**src/ptm_pkg.sv**
```systemverilog
// Package with register map, field positions and encodings of the periodic timer.
package ptm_pkg;
   localparam int CNT_W = 10;
   // Register byte addresses, one aligned word each.
   localparam logic [11:0] ADDR_CTRL0 = 12'h000;
   localparam logic [11:0] ADDR_CTRL1 = 12'h004;
   localparam logic [11:0] ADDR_CNT_L = 12'h008;
   localparam logic [11:0] ADDR_CNT_H = 12'h00c;
   localparam logic [11:0] ADDR_CMPA_L = 12'h010;
   localparam logic [11:0] ADDR_CMPA_H = 12'h014;
   localparam logic [11:0] ADDR_PER_L = 12'h018;
   localparam logic [11:0] ADDR_PER_H = 12'h01c;
   localparam logic [11:0] ADDR_STATUS = 12'h020;
   localparam logic [11:0] ADDR_PINSEL = 12'h024;
   // Control 0 fields.
   localparam int C0_PAUSE = 7;
   localparam int C0_CKS_LSB = 4;
   localparam int C0_ON = 3;
   // Control 1 fields.
   localparam int C1_MODE_LSB = 6;
   localparam int C1_PINF_LSB = 4;
   localparam int C1_OLEVEL = 3;
   localparam int C1_INVERT = 2;
   localparam int C1_CAPSRC = 1;
   localparam int C1_CLRSRC = 0;
   // Pin select register fields.
   localparam int PS_OUT = 0;
   localparam int PS_OUTB = 1;
   localparam logic [7:0] CTRL_RESET = 8'h00;
   localparam logic [9:0] CNT_MAX = 10'h3ff;
   // Prescaler ratios.
   localparam int DIV_SYS4 = 4;
   localparam int DIV_H16 = 16;
   localparam int DIV_H64 = 64;
   localparam int DIV_SUB = 256;
   typedef enum logic [1:0] {
      MODE_COMPARE, MODE_CAPTURE, MODE_PWM, MODE_TIMER
   } ptm_mode_e;
endpackage : ptm_pkg

```
**src/ptm_prescaler.sv**
```systemverilog
// Counter clock selector producing a one-cycle count tick.
module ptm_prescaler #(
   parameter int DIV_SUB_P = ptm_pkg::DIV_SUB
) (
   input  wire logic       pclk,
   input  wire logic       presetn,
   input  wire logic       run,
   input  wire logic [2:0] sel,
   input  wire logic       ext_clock_pin,
   output logic            tick
);
   logic [7:0] div_q;
   logic       ext_q;
   wire        ext_rise = ext_clock_pin & ~ext_q;
   wire        ext_fall = ~ext_clock_pin & ext_q;

   function automatic logic div_hit(input logic [7:0] c, input int n);
      div_hit = (c[7:0] & 8'(n - 1)) == 8'h00;
   endfunction

   always_ff @(posedge pclk or negedge presetn) begin
      if (!presetn) begin
         div_q <= 8'h00;
         ext_q <= 1'b0;
      end else begin
         div_q <= div_q + 8'h01;
         ext_q <= ext_clock_pin;
      end
   end

   // The high clock and sub clock are modelled as fixed divisions of pclk.
   always_comb begin
      case (sel)
         3'h0: tick = div_hit(div_q, ptm_pkg::DIV_SYS4); // see RL7
         3'h1: tick = 1'b1;
         3'h2: tick = div_hit(div_q, ptm_pkg::DIV_H16);
         3'h3: tick = div_hit(div_q, ptm_pkg::DIV_H64);
         3'h4, 3'h5: tick = div_hit(div_q, DIV_SUB_P);
         3'h6: tick = ext_rise;
         3'h7: tick = ext_fall;
         default: tick = 1'b0;
      endcase
      tick = tick & run;
   end
endmodule : ptm_prescaler

```
**src/ptm_capture_edge.sv**
```systemverilog
// Edge detector for the capture trigger source.
module ptm_capture_edge (
   input  wire logic       pclk,
   input  wire logic       presetn,
   input  wire logic       src_sel,
   input  wire logic       capture_input_pin,
   input  wire logic       ext_clock_pin,
   input  wire logic [1:0] edge_sel,
   output logic            hit
);
   logic prev_q;
   wire  src = src_sel ? ext_clock_pin : capture_input_pin; // see RL23
   wire  rise = src & ~prev_q;
   wire  fall = ~src & prev_q;

   always_ff @(posedge pclk or negedge presetn) begin
      if (!presetn) prev_q <= 1'b0;
      else prev_q <= src;
   end

   always_comb begin
      case (edge_sel)
         2'h0: hit = rise; // see RL13
         2'h1: hit = fall;
         2'h2: hit = rise | fall;
         default: hit = 1'b0;
      endcase
   end
endmodule : ptm_capture_edge

```
**src/ptm_timer.sv**
```systemverilog
// Periodic timer top: APB registers, counter, comparators, output and capture.
//
// Contract
// RL1: 10-bit up counter on selected clock.
// RL2: Comparators A and P check every count.
// RL3: Counter-on rising edge zeroes the counter.
// RL4: Auto clear on overflow or match, event.
// RL5: Counter-on low stops and holds value.
// RL6: Pause bit freezes counter, resume later.
// RL7: Three-bit clock source selection.
// RL8: Two-bit operating mode selection.
// RL9: Software stops timer before mode change.
// RL10: Software disables pin in timer mode.
// RL11: Compare mode pin action on match.
// RL12: PWM mode pin function selection.
// RL13: Capture mode edge selection.
// RL14: Inverted pin mirrors main output.
// RL15: Counter-on rise restores initial output level.
// RL16: Pin select bit routes pin to timer.
// RL17: Low write buffered until high write.
// RL18: High read copies low byte to buffer.
// RL19: Software writes low first, reads high first.
// RL20: Counter read-only, compares read-write.
// RL21: Clear source picks A or P/overflow.
// RL22: Overflow at 3ff wraps to zero.
// RL23: Capture source pin or clock pin.
// RL24: Output level sets initial or polarity.
// RL25: Capture stores counter into compare A.
//
// Design decisions made here: the APB slave port and the address map.
module ptm_timer #(
   parameter int DIV_SUB_P = ptm_pkg::DIV_SUB
) (
   input  wire logic        pclk,
   input  wire logic        presetn,
   input  wire logic        psel,
   input  wire logic        penable,
   input  wire logic        pwrite,
   input  wire logic [11:0] paddr,
   input  wire logic [31:0] pwdata,
   output logic [31:0]      prdata,
   output logic             pready,
   output logic             pslverr,
   input  wire logic        ext_clock_pin,
   input  wire logic        capture_input_pin,
   output logic             timer_output_pin,
   output logic             timer_output_pin_oe,
   output logic             timer_output_inverted_pin,
   output logic             timer_output_inverted_pin_oe,
   output logic             match_a_event,
   output logic             match_p_event
);
   localparam int W = ptm_pkg::CNT_W;

   logic [7:0]   ctrl0_q, ctrl1_q, buf_q;
   logic [1:0]   pinsel_q;
   logic [W-1:0] cnt_q, cmpa_q, per_q;
   logic         on_q, out_q, pulse_q, flag_a_q, flag_p_q;

   // Register decode.
   wire acc      = psel & penable;
   wire wr       = acc & pwrite;
   wire rd       = acc & ~pwrite;
   wire setup_rd = psel & ~penable & ~pwrite;
   wire hit_c0   = paddr == ptm_pkg::ADDR_CTRL0;
   wire hit_c1   = paddr == ptm_pkg::ADDR_CTRL1;
   wire hit_dl   = paddr == ptm_pkg::ADDR_CNT_L;
   wire hit_dh   = paddr == ptm_pkg::ADDR_CNT_H;
   wire hit_al   = paddr == ptm_pkg::ADDR_CMPA_L;
   wire hit_ah   = paddr == ptm_pkg::ADDR_CMPA_H;
   wire hit_pl   = paddr == ptm_pkg::ADDR_PER_L;
   wire hit_ph   = paddr == ptm_pkg::ADDR_PER_H;
   wire hit_st   = paddr == ptm_pkg::ADDR_STATUS;
   wire hit_ps   = paddr == ptm_pkg::ADDR_PINSEL;
   wire mapped   = hit_c0 | hit_c1 | hit_dl | hit_dh | hit_al | hit_ah | hit_pl | hit_ph
                   | hit_st | hit_ps;

   // Control fields.
   wire       pause   = ctrl0_q[ptm_pkg::C0_PAUSE];
   wire [2:0] cks     = ctrl0_q[ptm_pkg::C0_CKS_LSB +: 3];
   wire       on      = ctrl0_q[ptm_pkg::C0_ON];
   wire [1:0] pinf    = ctrl1_q[ptm_pkg::C1_PINF_LSB +: 2];
   wire       olevel  = ctrl1_q[ptm_pkg::C1_OLEVEL];
   wire       invert  = ctrl1_q[ptm_pkg::C1_INVERT];
   wire       capsrc  = ctrl1_q[ptm_pkg::C1_CAPSRC];
   wire       clrsrc  = ctrl1_q[ptm_pkg::C1_CLRSRC];
   ptm_pkg::ptm_mode_e mode;
   assign mode = ptm_pkg::ptm_mode_e'(ctrl1_q[ptm_pkg::C1_MODE_LSB +: 2]); // see RL8

   wire on_rise = on & ~on_q; // see RL3

   logic tick;
   ptm_prescaler #(
      .DIV_SUB_P (DIV_SUB_P)
   ) u_presc (
      .pclk          (pclk),
      .presetn       (presetn),
      .run           (on & ~pause), // see RL5, RL6
      .sel           (cks),
      .ext_clock_pin (ext_clock_pin),
      .tick          (tick)
   );

   logic cap_hit_raw;
   ptm_capture_edge u_cap (
      .pclk              (pclk),
      .presetn           (presetn),
      .src_sel           (capsrc),
      .capture_input_pin (capture_input_pin),
      .ext_clock_pin     (ext_clock_pin),
      .edge_sel          (pinf),
      .hit               (cap_hit_raw)
   );
   wire cap_hit = cap_hit_raw & on & (mode == ptm_pkg::MODE_CAPTURE);

   // Comparators look at the counter value on each count tick.
   wire at_a     = cnt_q == cmpa_q; // see RL2
   wire at_p     = cnt_q == per_q;
   wire at_max   = cnt_q == ptm_pkg::CNT_MAX; // see RL22
   wire match_a  = tick & at_a;
   wire per_zero = per_q == '0;
   wire match_p  = tick & (per_zero ? at_max : at_p);
   // Compare and timer modes honour the clear source; PWM and capture run on P.
   wire use_a    = clrsrc & ((mode == ptm_pkg::MODE_COMPARE) | (mode == ptm_pkg::MODE_TIMER));
   wire clr_cnt  = use_a ? (match_a | (tick & at_max)) : match_p; // see RL21
   wire ev_a     = (match_a & ~(cmpa_q == '0 && use_a)) | cap_hit; // see RL4
   wire ev_p     = match_p & ~use_a;

   // Counter.
   always_ff @(posedge pclk or negedge presetn) begin
      if (!presetn) begin
         cnt_q <= '0;
         on_q  <= 1'b0;
      end else begin
         on_q <= on;
         if (on_rise) cnt_q <= '0; // see RL3
         else if (clr_cnt) cnt_q <= '0; // see RL4
         else if (tick) cnt_q <= cnt_q + 1'b1; // see RL1
      end
   end

   // Output waveform logic before polarity.
   logic out_d;
   always_comb begin
      out_d = out_q;
      if (on_rise) begin
         out_d = olevel; // see RL15
      end else begin
         case (mode)
            ptm_pkg::MODE_COMPARE: begin
               if (ev_a) begin
                  case (pinf) // see RL11
                     2'h1: out_d = 1'b0;
                     2'h2: out_d = 1'b1;
                     2'h3: out_d = ~out_q;
                     default: out_d = out_q;
                  endcase
               end
            end
            ptm_pkg::MODE_PWM: begin
               // Active until A matches, inactive until the period restarts.
               if (pinf == 2'h2 && match_p) out_d = olevel;
               else if (pinf[1] && match_a) out_d = ~olevel;
            end
            default: out_d = out_q;
         endcase
      end
   end

   // Level for the pin before polarity, with the PWM forced states applied.
   logic wave;
   always_comb begin
      wave = out_q;
      if (mode == ptm_pkg::MODE_PWM) begin
         case (pinf) // see RL12, RL24
            2'h0: wave = ~olevel;
            2'h1: wave = olevel;
            2'h3: wave = pulse_q ? out_q : ~olevel;
            default: wave = out_q;
         endcase
      end
   end

   // Single pulse is armed by the counter-on rise and ends at the A match.
   always_ff @(posedge pclk or negedge presetn) begin
      if (!presetn) begin
         out_q   <= 1'b0;
         pulse_q <= 1'b0;
      end else begin
         out_q <= out_d;
         if (on_rise) pulse_q <= 1'b1;
         else if (match_a) pulse_q <= 1'b0;
      end
   end

   wire pin_level = wave ^ invert;
   always_ff @(posedge pclk or negedge presetn) begin
      if (!presetn) begin
         timer_output_pin          <= 1'b0;
         timer_output_inverted_pin <= 1'b1;
      end else begin
         timer_output_pin          <= pin_level;
         timer_output_inverted_pin <= ~pin_level; // see RL14
      end
   end
   assign timer_output_pin_oe          = pinsel_q[ptm_pkg::PS_OUT];  // see RL16
   assign timer_output_inverted_pin_oe = pinsel_q[ptm_pkg::PS_OUTB];

   // Register writes, shared low-byte buffer and capture.
   wire [7:0] wbyte     = pwdata[7:0];
   // The low byte is copied at the edge that latches the high byte, so a count tick
   // between the two phases cannot tear the pair.
   wire       rd_high   = setup_rd & (hit_dh | hit_ah | hit_ph);
   wire [7:0] high_low  = hit_dh ? cnt_q[7:0] : hit_ah ? cmpa_q[7:0] : per_q[7:0];
   always_ff @(posedge pclk or negedge presetn) begin
      if (!presetn) begin
         ctrl0_q  <= ptm_pkg::CTRL_RESET;
         ctrl1_q  <= ptm_pkg::CTRL_RESET;
         pinsel_q <= 2'h0;
         buf_q    <= 8'h00;
         cmpa_q   <= '0;
         per_q    <= '0;
      end else begin
         if (wr & hit_c0) ctrl0_q <= {wbyte[7:3], 3'h0};
         if (wr & hit_c1) ctrl1_q <= wbyte;
         if (wr & hit_ps) pinsel_q <= wbyte[1:0];
         if (wr & (hit_al | hit_pl)) buf_q <= wbyte; // see RL17
         if (rd_high) buf_q <= high_low; // see RL18
         if (cap_hit) cmpa_q <= cnt_q; // see RL25
         else if (wr & hit_ah) cmpa_q <= {wbyte[1:0], buf_q}; // see RL17, RL20
         if (wr & hit_ph) per_q <= {wbyte[1:0], buf_q};
      end
   end

   // Sticky status of the match events, cleared by writing ones.
   always_ff @(posedge pclk or negedge presetn) begin
      if (!presetn) begin
         flag_a_q <= 1'b0;
         flag_p_q <= 1'b0;
      end else begin
         flag_a_q <= ev_a | (flag_a_q & ~(wr & hit_st & pwdata[0]));
         flag_p_q <= ev_p | (flag_p_q & ~(wr & hit_st & pwdata[1]));
      end
   end
   assign match_a_event = ev_a;
   assign match_p_event = ev_p;

   // Read mux; low-byte reads of the pairs return the buffer.
   logic [7:0] rbyte;
   always_comb begin
      rbyte = 8'h00;
      if (hit_c0) rbyte = ctrl0_q;
      else if (hit_c1) rbyte = ctrl1_q;
      else if (hit_dl | hit_al | hit_pl) rbyte = buf_q;
      else if (hit_dh) rbyte = {6'h00, cnt_q[9:8]};
      else if (hit_ah) rbyte = {6'h00, cmpa_q[9:8]};
      else if (hit_ph) rbyte = {6'h00, per_q[9:8]};
      else if (hit_st) rbyte = {6'h00, flag_p_q, flag_a_q};
      else if (hit_ps) rbyte = {6'h00, pinsel_q};
   end

   always_ff @(posedge pclk or negedge presetn) begin
      if (!presetn) prdata <= 32'h0000_0000;
      else if (setup_rd) prdata <= {24'h00_0000, rbyte};
   end
   assign pready  = 1'b1;
   assign pslverr = acc & ~mapped;
endmodule : ptm_timer

```
**config.mk**
```make
export PLATFORM = sky130hd
export DESIGN_NAME = ptm_timer
export DESIGN_NICKNAME = d
export VERILOG_FILES = /design/src/ptm_pkg.sv /design/src/ptm_prescaler.sv /design/src/ptm_capture_edge.sv /design/src/ptm_timer.sv
export SDC_FILE = /design/constraint.sdc
export NUM_CORES = 1
export LEC_CHECK = 0
export BUFFER_PORTS_ARGS = -buffer_cell sky130_fd_sc_hd__buf_2
export CORE_UTILIZATION = 45
export DETAILED_ROUTE_END_ITERATION = 8
export GPL_TIMING_DRIVEN = 0
export PLACE_DENSITY_LB_ADDON = 0.05
export SLEW_MARGIN = 5
export SYNTH_ARGS = -nofsm -noshare
export SYNTH_HDL_FRONTEND = slang
export SYNTH_SLANG_ARGS = --single-unit
```
**constraint.sdc**
```tcl
create_clock -name pclk -period 2.86 [get_ports pclk]
set_clock_uncertainty 0.1 [all_clocks]
set_input_delay 0.143 -clock pclk [delete_from_list [all_inputs] [get_ports pclk]]
set_output_delay 0.143 -clock pclk [all_outputs]
set_load 0.02 [all_outputs]
```
After elaboration in Yosys (flattened, before gate mapping) --
Cells that the tools add are included. Widths: inputs -> output; s select.
Operators by class: add/sub/neg operators 2, multipliers 0, div/mod/pow operators 0, $lt $le $gt $ge 0, equality and inequality tests 28, shifts and indexed selects 0, multiplexer cells 33, bitwise logic cells 69, reduce and logical (&&, ||, !) cells 20
Operator list (count):
- $mux 8 | 7
- $mux 10 | 5
- $eq 12x5->1 const B | 4
- $and 1x1->1 | 32
- $logic_not 8->1 | 4
- $eq 12x4->1 const B | 2
- $eq 12x6->1 const B | 2
- $eq 10x10->1 | 2
- $logic_not 10->1 | 2
- $or 1x1->1 | 20
- $not 1->1 | 16
- $eq 12x3->1 const B | 1
- $eq 3x3->1 const B | 4
- $logic_not 12->1 | 1
- $mux 1 | 11
- $add 10x1->10 const B | 1
- $eq 10x10->1 const B | 1
- $mux 2 | 5
- $pmux 1 s3 | 3
- $add 8x1->8 const B | 1
- $eq 2x2->1 const B | 4
- $pmux 1 s7 | 1
- $eq 3x2->1 const B | 2
- $reduce_bool 2->1 | 3
- other kinds (13) | 18
Word-level totals: bits in registers 78, latch bits 0, memory bits (writable) 0, memory bits (read-only) 0, memories kept 0

Depth between registers and ports, before layout --
Gate-level depths: netlist of the first run.
word-level depth 12, mapped depth 10, depth with buffers taken out 10

Cells and area by module --
Synthesis of the first run repeated with hierarchy kept, for this count alone.
Second synthesis, totals: cells, all modules 466, area total of the unflattened synthesis 4724.5 sq um
Modules (own cells, without submodules):
- ptm_timer | instances 1, cells an instance 419, area each 4196.5 sq um, seq. area each 1702.9 sq um
- ptm_prescaler | instances 1, cells an instance 37, area each 434.2 sq um, seq. area each 225.2 sq um
- ptm_capture_edge | instances 1, cells an instance 10, area each 93.8 sq um, seq. area each 25.0 sq um

Worst setup path before layout of the first run --
No wires, ideal clock.
path kind reg2reg, start register ctrl1_q[1], end register cmpa_q[0], library setup time 126 ps, arrival time 1963 ps, setup slack 671 ps, cell stages (with the launch flop) 9, period minus slack after synthesis 2189 ps, cells stage by stage dfrtp_1 -> mux2i_1 -> ha_1 -> nor2b_1 -> o21ai_0 -> a21oi_1 -> clkbuf_1 -> mux2i_1 -> a21oi_1
On the way: word-level cells in the longest chain between the ends 8
Ends and longest elaborated chain:
- start, declared | line ptm_timer.sv:55 | logic [7:0] ctrl0_q, ctrl1_q, buf_q;
- start signal, assigned | line ptm_timer.sv:218 | ctrl1_q <= ptm_pkg::CTRL_RESET;
- start signal, assigned | line ptm_timer.sv:225 | if (wr & hit_c1) ctrl1_q <= wbyte;
- $mux 1 (*) | line ptm_capture_edge.sv:12 | wire src = src_sel ? ext_clock_pin : capture_input_pin;
- $not 1->1 | line ptm_capture_edge.sv:14 | wire fall = ~src & prev_q;
- $and 1x1->1 | line ptm_capture_edge.sv:14
- $or 1x1->1 | line ptm_capture_edge.sv:25 | 2'h2: hit = rise | fall;
- $pmux 1 s3 (*) | line ptm_capture_edge.sv:22 | case (edge_sel)
- $and 1x1->1 (*) (2 in series) | line ptm_timer.sv:114 | wire cap_hit = cap_hit_raw & on & (mode == ptm_pkg::MODE_CAPTURE);
- $mux 10 / $reduce_bool 2->1 (equally long branches)
- end signal, assigned | line ptm_timer.sv:229 | if (cap_hit) cmpa_q <= cnt_q;
- end signal, assigned | line ptm_timer.sv:230 | else if (wr & hit_ah) cmpa_q <= {wbyte[1:0], buf_q};
- end, declared | line ptm_timer.sv:57 | logic [W-1:0] cnt_q, cmpa_q, per_q;
Every way passes the cells marked *; elsewhere a longest branch is shown, timed or not. A chain may end at the register's enable or synchronous reset.

Final worst setup path of the first run --
start register ctrl0_q[5], end output port match_p_event
On the way: word-level cells in the longest chain between the ends 6
Ends and longest elaborated chain:
- start, declared | line ptm_timer.sv:55
- start signal, assigned | line ptm_timer.sv:217 | ctrl0_q <= ptm_pkg::CTRL_RESET;
- start signal, assigned | line ptm_timer.sv:224 | if (wr & hit_c0) ctrl0_q <= {wbyte[7:3], 3'h0};
- $eq 3x3->1 | line ptm_prescaler.sv:33 | case (sel)
- $reduce_or 2->1 | line ptm_prescaler.sv:33
- $pmux 1 s7 (*) | line ptm_prescaler.sv:33
- $and 1x1->1 (*) | line ptm_prescaler.sv:43 | tick = tick & run;
- $and 1x1->1 (*) | line ptm_timer.sv:122 | wire match_p = tick & (per_zero ? at_max : at_p);
- $and 1x1->1 (*) | line ptm_timer.sv:127 | wire ev_p = match_p & ~use_a;
- end, declared | line ptm_timer.sv:51 | output logic match_p_event
Marked as above.

==> results of run 1 <==
registers in the layout, summed over array words and instances (netlist names), 5 cells and up:
signal / flops
cnt_q: 10
per_q: 10
buf_q: 8
prdata: 8
ctrl1_q: 8
cmpa_q: 10
u_presc.div_q: 8
ctrl0_q: 5
through the flow:
step / setup slack, ns / instance area (um2)
after global routing: 0.0126 / 5420
after global placement: 0.182 / 5060
final: 0.148 / 5420
after detailed placement: 0.163 / 5090
after floorplan: 0.671 / 4700
after CTS: 0.0507 / 5410
cell usage after synthesis, types with 6 or more instances:
library cell,number
nand4_1,8
ha_1,8
buf_4,25
mux2_2,25
o31ai_1,7
nor4_1,8
inv_1,15
dfrtp_1,77
buf_2,12
and3_1,7
mux2i_1,25
nor2_1,35
xor2_1,9
xnor2_1,27
nand3_1,9
a21oi_1,37
clkbuf_1,15
nor2b_1,6
nand2_1,47
o21ai_0,16
o22ai_1,9
worst max path at each step:
stage / end / slack [ns] / cells past startpoint
2_1_floorplan: cmpa_q[0] / 0.67 / 8
3_3_place_gp: cmpa_q[6] / 0.18 / 8
3_5_place_dp: cmpa_q[8] / 0.16 / 8
4_1_cts: match_a_event / 0.05 / 7
5_1_grt: match_p_event / 0.01 / 7
6_report: match_p_event / 0.15 / 7
cell type report:
| type | instances | area (um2) |
|---|---|---|
| repair buffers | 48 | 310 |
| plain buffers | 54 | 320 |
| multi-input cells | 362 | 2390 |
| flip-flops and latches | 78 | 1950 |
| clock buffers | 12 | 155 |
| inverters | 15 | 56.3 |
| fillers | 930 | 4440 |
| well taps | 133 | 166 |
| clock inverters | 4 | 70.1 |
cells by family (layout without fill, tap and decap cells):
| kind of cell | count (synthesis) | in the layout | share of synthesized area (%) |
|---|---|---|---|
| AOI/OAI and AO/OA | 93 | 93 | 12.2 |
| xor gates and xnor gates | 36 | 36 | 6.83 |
| adders and majority gates | 8 | 8 | 2.17 |
| buffers and inverters | 69 | 133 | 8.13 |
| DFF | 78 | 78 | 42.3 |
| muxes | 50 | 50 | 11.5 |
| other | 2 | 25 | 0.163 |
| and+or+nand+nor | 150 | 150 | 16.6 |
where the power goes:
group / total [mW] / switching [mW] / leakage, nW / internal [mW]
Sequential: 1.11 / 0.00374 / 1.06 / 1.11
Clock: 0.942 / 0.406 / 0.116 / 0.537
Combinational: 0.167 / 0.104 / 1.51 / 0.0629
Total: 2.22 / 0.514 / 2.69 / 1.71
placed cells by master, fill, tap and decap left out, types with 3 or more instances in the layout:
cell type and n:
o21ai_0 16, o22ai_1 9, nor3_1 3, nor2_1 35, clkbuf_8 11, inv_1 15, xor2_1 9, nor4_1 7
o31ai_1 7, buf_4 26, nand2b_1 5, a31oi_1 4, nor2b_1 6, or4_1 4, dlygate4sd3_1 9, ha_1 8
mux2i_1 25, and4_1 3, clkbuf_1 15, or2_2 3, conb_1 25, o211ai_1 4, dfrtp_1 77, nand4_1 8
and3_1 7, nand2_1 47, nand3_1 9, mux2_2 25, xnor2_1 27, buf_2 49, a21oi_1 37
what timing repair did:
action,4_1_cts,5_1_grt
hold buffers,9,0
endpoints found under the setup margin,0,12
hold endpoints to repair,49,0
gates resized for setup,0,4
critical path, stage by stage, from the launching register on:
cell	delay, ns
dfrtp_1	0.43
or4_1	0.53
o22a_1	0.24
o211ai_4	0.26
buf_6	0.20
nand3b_1	0.14
inv_1	0.13
buf_2	0.18
layer usage:
metal | vias to the layer above | share of wire (%) | routed length (um)
met1 | 1820 | 49 | 5520
met5 | - | 0 | 0
met2 | 89 | 45 | 5060
met4 | 0 | 1.9 | 213
li1 | 1813 | - | -
met3 | 18 | 4.0 | 454
==> impl_metrics.py, run 1 <==
metrics = {
    "synthesis": {
        "synth_top_cell_by_area": "dfrtp_1",
        "synth_area_um2": 4620,
        "yosysSeqAreaShare_pct": 42.3,
        "synth-main-ff-cell": "dfrtp_1",
        "synth-edff-count": 0,
        "avgSynthCellArea_um2": 9.50,
        "yosysUniqueCellTypes": 55,
        "yosysTopAreaCellShare_pct": 41.7,
        "yosys_warnings": 0,
        "synth_area_leaders": "dfrtp_1 (42%), mux2_2 (6.1%), mux2i_1 (5.4%)",
        "synth-async-reset-ratio_pct": 100,
        "synth_cells": 486,
        "synth-seq-cells": 78,
    },
    "sta": {
        "finalSetupViolCount": 0,
        "finalHoldViolCount": 0,
        "max_freq_ghz": 0.369,
        "setup_tns_ns": 0,
        "maxSlewViolCount": 0,
        "post-route-min-period_ns": 2.71,
        "rsz0062_at_grt": "no",
        "worst_slew_pin_slew_ns": 0.661,
        "whs_ns": 0.0368,
        "fin_crit_sh_pct": 94.8,
        "relSlewSlack_pct": 55.8,
    },
    "global_route": {
        "grt.total_usage_pct": 22.7,
        "antenna_found_initial": 0,
        "met3_usage_pct": 2.69,
        "gr-total-overflow": 0,
        "grt_pass1_vias": 3536,
        "grtUsageMet2_pct": 36.0,
        "grt_pass1_wl_um": 18000,
        "use_met1_pct": 31.2,
        "busiest_layer": "met2",
        "grt_max_degree": 43,
    },
    "final_layout": {
        "finalNetCount": 627,
        "drive_gt1_share_pct": 22.9,
        "final-instance-count-excl-fill": 706,
        "antenna_cells": 0,
        "fin_util_pct": 55.0,
        "synthToLayoutAreaGrowth_pct": 17.4,
    },
    "worst_hold_path": {
        "hold_depth": 3,
        "min_from": "pwdata[0]",
        "worstHoldEndpoint": "flag_a_q",
        "hp-class": "input pin to flip-flop",
    },
    "floorplan": {
        "core_area_um2": 9860,
        "fp.dieH_um": 103,
        "dieArea_um2": 10700,
        "rows": 36,
        "ioPinCount": 91,
        "start_util_pct": 46.8,
        "dieWidth_um": 103,
    },
    "setup_path": {
        "r2r-end": "cmpa_q[2]",
        "required_ns": 2.62,
        "critPathLaunchType": "flip-flop",
        "rr_startpoint": "ctrl1_q[1]",
        "arrival_ns": 2.47,
        "end_kind": "primary output",
        "crit_path_start": "ctrl0_q[5]",
        "crit_type": "flip-flop to primary output",
        "r2r_cells": 8,
        "crit_path_max_fanout": 10,
        "rrSetupSlack_ns": 0.41,
    },
    "placement": {
        "numPortBuffers": 38,
        "hpwl_um": 8460,
        "dp.cells": 681,
        "gp_congestion": 0.910,
    },
    "clock_network": {
        "postCtsSetupRepairBufs": 0,
        "cts-root-buf": "clkbuf_8",
        "cts_tree": "done",
        "ctsLongestPathBuffers": 2,
        "ctsHtreeMaxLevel": 3,
        "cts_inserted_buffers": 9,
        "clk_latency_ns": 0.36,
        "clk_pin_slew_ns": 0.08,
        "cts.sinks": 78,
    },
    "power_and_ir_drop": {
        "powerDensity_nw_per_um2": 410,
        "peakVddDrop_mv": 0.194,
        "total_power_mw": 2.22,
        "p_leak_nw": 2.69,
    },
    "routing": {
        "vias": 3740,
        "drc": 0,
        "drt_iter0_markers": 156,
        "wirelength_um": 11200,
        "wl_per_cell_um": 15.9,
        "drt-pass1-iter-count": 4,
        "viasPerCell": 5.30,
        "ant_nets": 0,
    },
    "outcome": {
        "status": "complete, no violations",
    },
    "run": {
        "cap_violations": 0,
    },
}
No activity file was read; power rests on OpenSTA's default activity.
==> inputs of run 2 (changes only) <==
--- a/config.mk
+++ b/config.mk
@@ -7,8 +7,10 @@
 export LEC_CHECK = 0
 export BUFFER_PORTS_ARGS = -buffer_cell sky130_fd_sc_hd__buf_2
 export CORE_UTILIZATION = 45
+export CTS_CLUSTER_DIAMETER = 40
 export DETAILED_ROUTE_END_ITERATION = 8
 export GPL_TIMING_DRIVEN = 0
+export MAX_ROUTING_LAYER = met4
 export PLACE_DENSITY_LB_ADDON = 0.05
 export SLEW_MARGIN = 5
 export SYNTH_ARGS = -nofsm -noshare
==> run 2 against run 1 <==
Clock-buffer cell count stayed put; sequential share of layout area unchanged; maximum frequency barely moved; cell area unchanged; first-iteration DRC count increased by 12%; critical path depth unchanged; register-to-register slack worse by 0.04 ns; sequential cell count stayed put; critical endpoint unchanged; via count is 0.19% lower; largest cell class unchanged.
==> impl_metrics.py, run 2 (synthesis results as in run 1) <==
metrics = {
    "floorplan": {
        "fp.dieH_um": 103,
        "dieArea_um2": 10700,
        "dieWidth_um": 103,
        "rows": 36,
        "core_area_um2": 9860,
        "start_util_pct": 46.8,
        "ioPinCount": 91,
    },
    "power_and_ir_drop": {
        "clockPowerShare_pct": 42.6,
        "combPwrFrac_pct": 7.5,
        "peakVddDrop_mv": 0.194,
        "swShare_pct": 23.4,
        "p_leak_nw": 2.69,
        "powerDensity_nw_per_um2": 411,
        "p_switching_uw": 520,
        "seq_power_share_pct": 49.9,
        "total_power_mw": 2.23,
        "p_int_mw": 1.71,
    },
    "global_route": {
        "grt.total_usage_pct": 23.4,
        "antenna_found_initial": 0,
        "grt_pass1_vias": 3531,
        "grt_max_degree": 43,
        "grt_pass1_wl_um": 18000,
        "gr-total-overflow": 0,
    },
    "setup_path": {
        "slowest_delay_ns": 0.53,
        "required_ns": 2.62,
        "worstPathCellList": "or4_1, o22a_1, o211ai_4, buf_6, nand3b_1, inv_1, buf_2",
        "arrival_ns": 2.47,
        "cp_slowest_cell": "or4_1",
        "critPathBufInv": 3,
        "crit_type": "flip-flop to primary output",
        "end_kind": "primary output",
        "crit_path_max_fanout": 10,
        "critPathLaunchType": "flip-flop",
        "crit_family": "simple AND/OR/NAND/NOR gates",
    },
    "clock_network": {
        "clk_pin_slew_ns": 0.08,
        "postCtsSetupRepairBufs": 0,
        "cts.sinks": 78,
        "cts_tree": "done",
        "clk_latency_ns": 0.36,
        "cts_inserted_buffers": 9,
        "cts-root-buf": "clkbuf_8",
        "ctsHtreeMaxLevel": 3,
        "ctsLongestPathBuffers": 2,
    },
    "final_layout": {
        "fill_cells": 930,
        "final_common_cell": "dfrtp_1",
        "final-instance-count-excl-fill": 706,
        "drive_gt1_share_pct": 22.9,
        "synthToLayoutAreaGrowth_pct": 17.4,
        "antenna_cells": 0,
        "final_cell_mix": "dfrtp_1 (77), buf_2 (49), nand2_1 (47)",
        "finalNetCount": 627,
        "reg.largest.list": "cmpa_q (10), cnt_q (10), per_q (10)",
    },
    "sta": {
        "finalHoldViolCount": 0,
        "post-route-min-period_ns": 2.71,
        "max_freq_ghz": 0.369,
        "maxSlewViolCount": 0,
        "relSlewSlack_pct": 54.8,
        "worst_slew_pin_slew_ns": 0.676,
        "fin_crit_sh_pct": 94.8,
        "finalSetupViolCount": 0,
        "rsz0062_at_grt": "no",
        "setup_tns_ns": 0,
    },
    "placement": {
        "gp_congestion": 0.926,
        "dp.cells": 681,
        "numPortBuffers": 38,
        "hpwl_um": 8460,
    },
    "routing": {
        "vias": 3733,
        "wl_per_cell_um": 15.9,
        "drt-pass1-iter-count": 5,
        "drc": 0,
        "wirelength_um": 11300,
        "ant_nets": 0,
        "viasPerCell": 5.29,
        "drt_iter0_markers": 175,
    },
    "outcome": {
        "status": "complete, no violations",
    },
    "run": {
        "cap_violations": 0,
    },
    "worst_hold_path": {
        "hp-class": "input pin to flip-flop",
    },
}
run 2: per-layer routing:
layer / GRT usage (%) / vias to the layer above / wire (um)
met5: - / - / 0
met4: 10.5 / 0 / 211
met3: 2.69 / 17 / 469
met2: 36.1 / 89 / 5030
met1: 31.1 / 1814 / 5550
li1: - / 1813 / -
run 2: worst paths after layout:
kind / startpoint / to / slack (ns) / depth (start not counted)
setup / recovery: ctrl0_q[5] / match_p_event / 0.15 / 7
hold / removal: pwdata[1] / flag_p_q / 0.04 / 3
setup reg to reg: ctrl1_q[1] / cmpa_q[2] / 0.37 / 8
hold reg to reg: u_presc.div_q[7] / u_presc.div_q[7] / 0.37 / 1
max in group asynchronous: presetn / cnt_q[1] / 1.90 / 3
min in group asynchronous: presetn / prdata[4] / 0.19 / 2
run 2: metrics by stage:
stage	hold WS, ns	setup slack (ns)	cell area (um2)	utilization [%]
global placement	0.190	0.182	5060	51.3
floorplan	-0.253	0.671	4700	-
detailed placement	0.0475	0.163	5090	51.6
finish	0.0355	0.149	5420	55.0
CTS	0.0264	0.0507	5410	54.8
global route	0.0502	0.0127	5420	55.0
run 2: power by group through the flow:
| stage | sequential, mW | clock (mW) | combinational, mW |
|---|---|---|---|
| finish | 1.11 | 0.948 | 0.168 |
| global route | 1.11 | 1.01 | 0.188 |
| CTS | 1.11 | 0.973 | 0.168 |
| detailed placement | 1.13 | 0 | 0.159 |
| global placement | 1.13 | 0 | 0.152 |
| floorplan | 1.13 | 0 | 0.0929 |
run 2: worst register-to-register path: stages (launching register included):
cell and delay, ns:
dfrtp_1 0.43, mux2i_1 0.27, ha_1 0.26, nor2b_1 0.10, o21ai_0 0.10, a21oi_1 0.38
clkbuf_2 0.40, mux2i_1 0.24, a21oi_1 0.08
run 2: repair_timing:
| item | CTS | global route |
|---|---|---|
| setup endpoints to repair | 0 | 12 |
| gates resized for setup | 0 | 4 |
| hold buffers | 9 | 0 |
| hold endpoints to repair | 49 | 0 |
run 2: cell type report:
class                   count  area [um2]  area share [%]
clock buffers              12         155            2.86
clock inverters             4        70.1            1.29
flip-flops and latches     78        1950            36.0
plain buffers              54         320            5.91
multi-input cells         362        2390            44.1
repair buffers             48         310            5.72
inverters                  15        56.3            1.04
well taps                 133         166            3.07
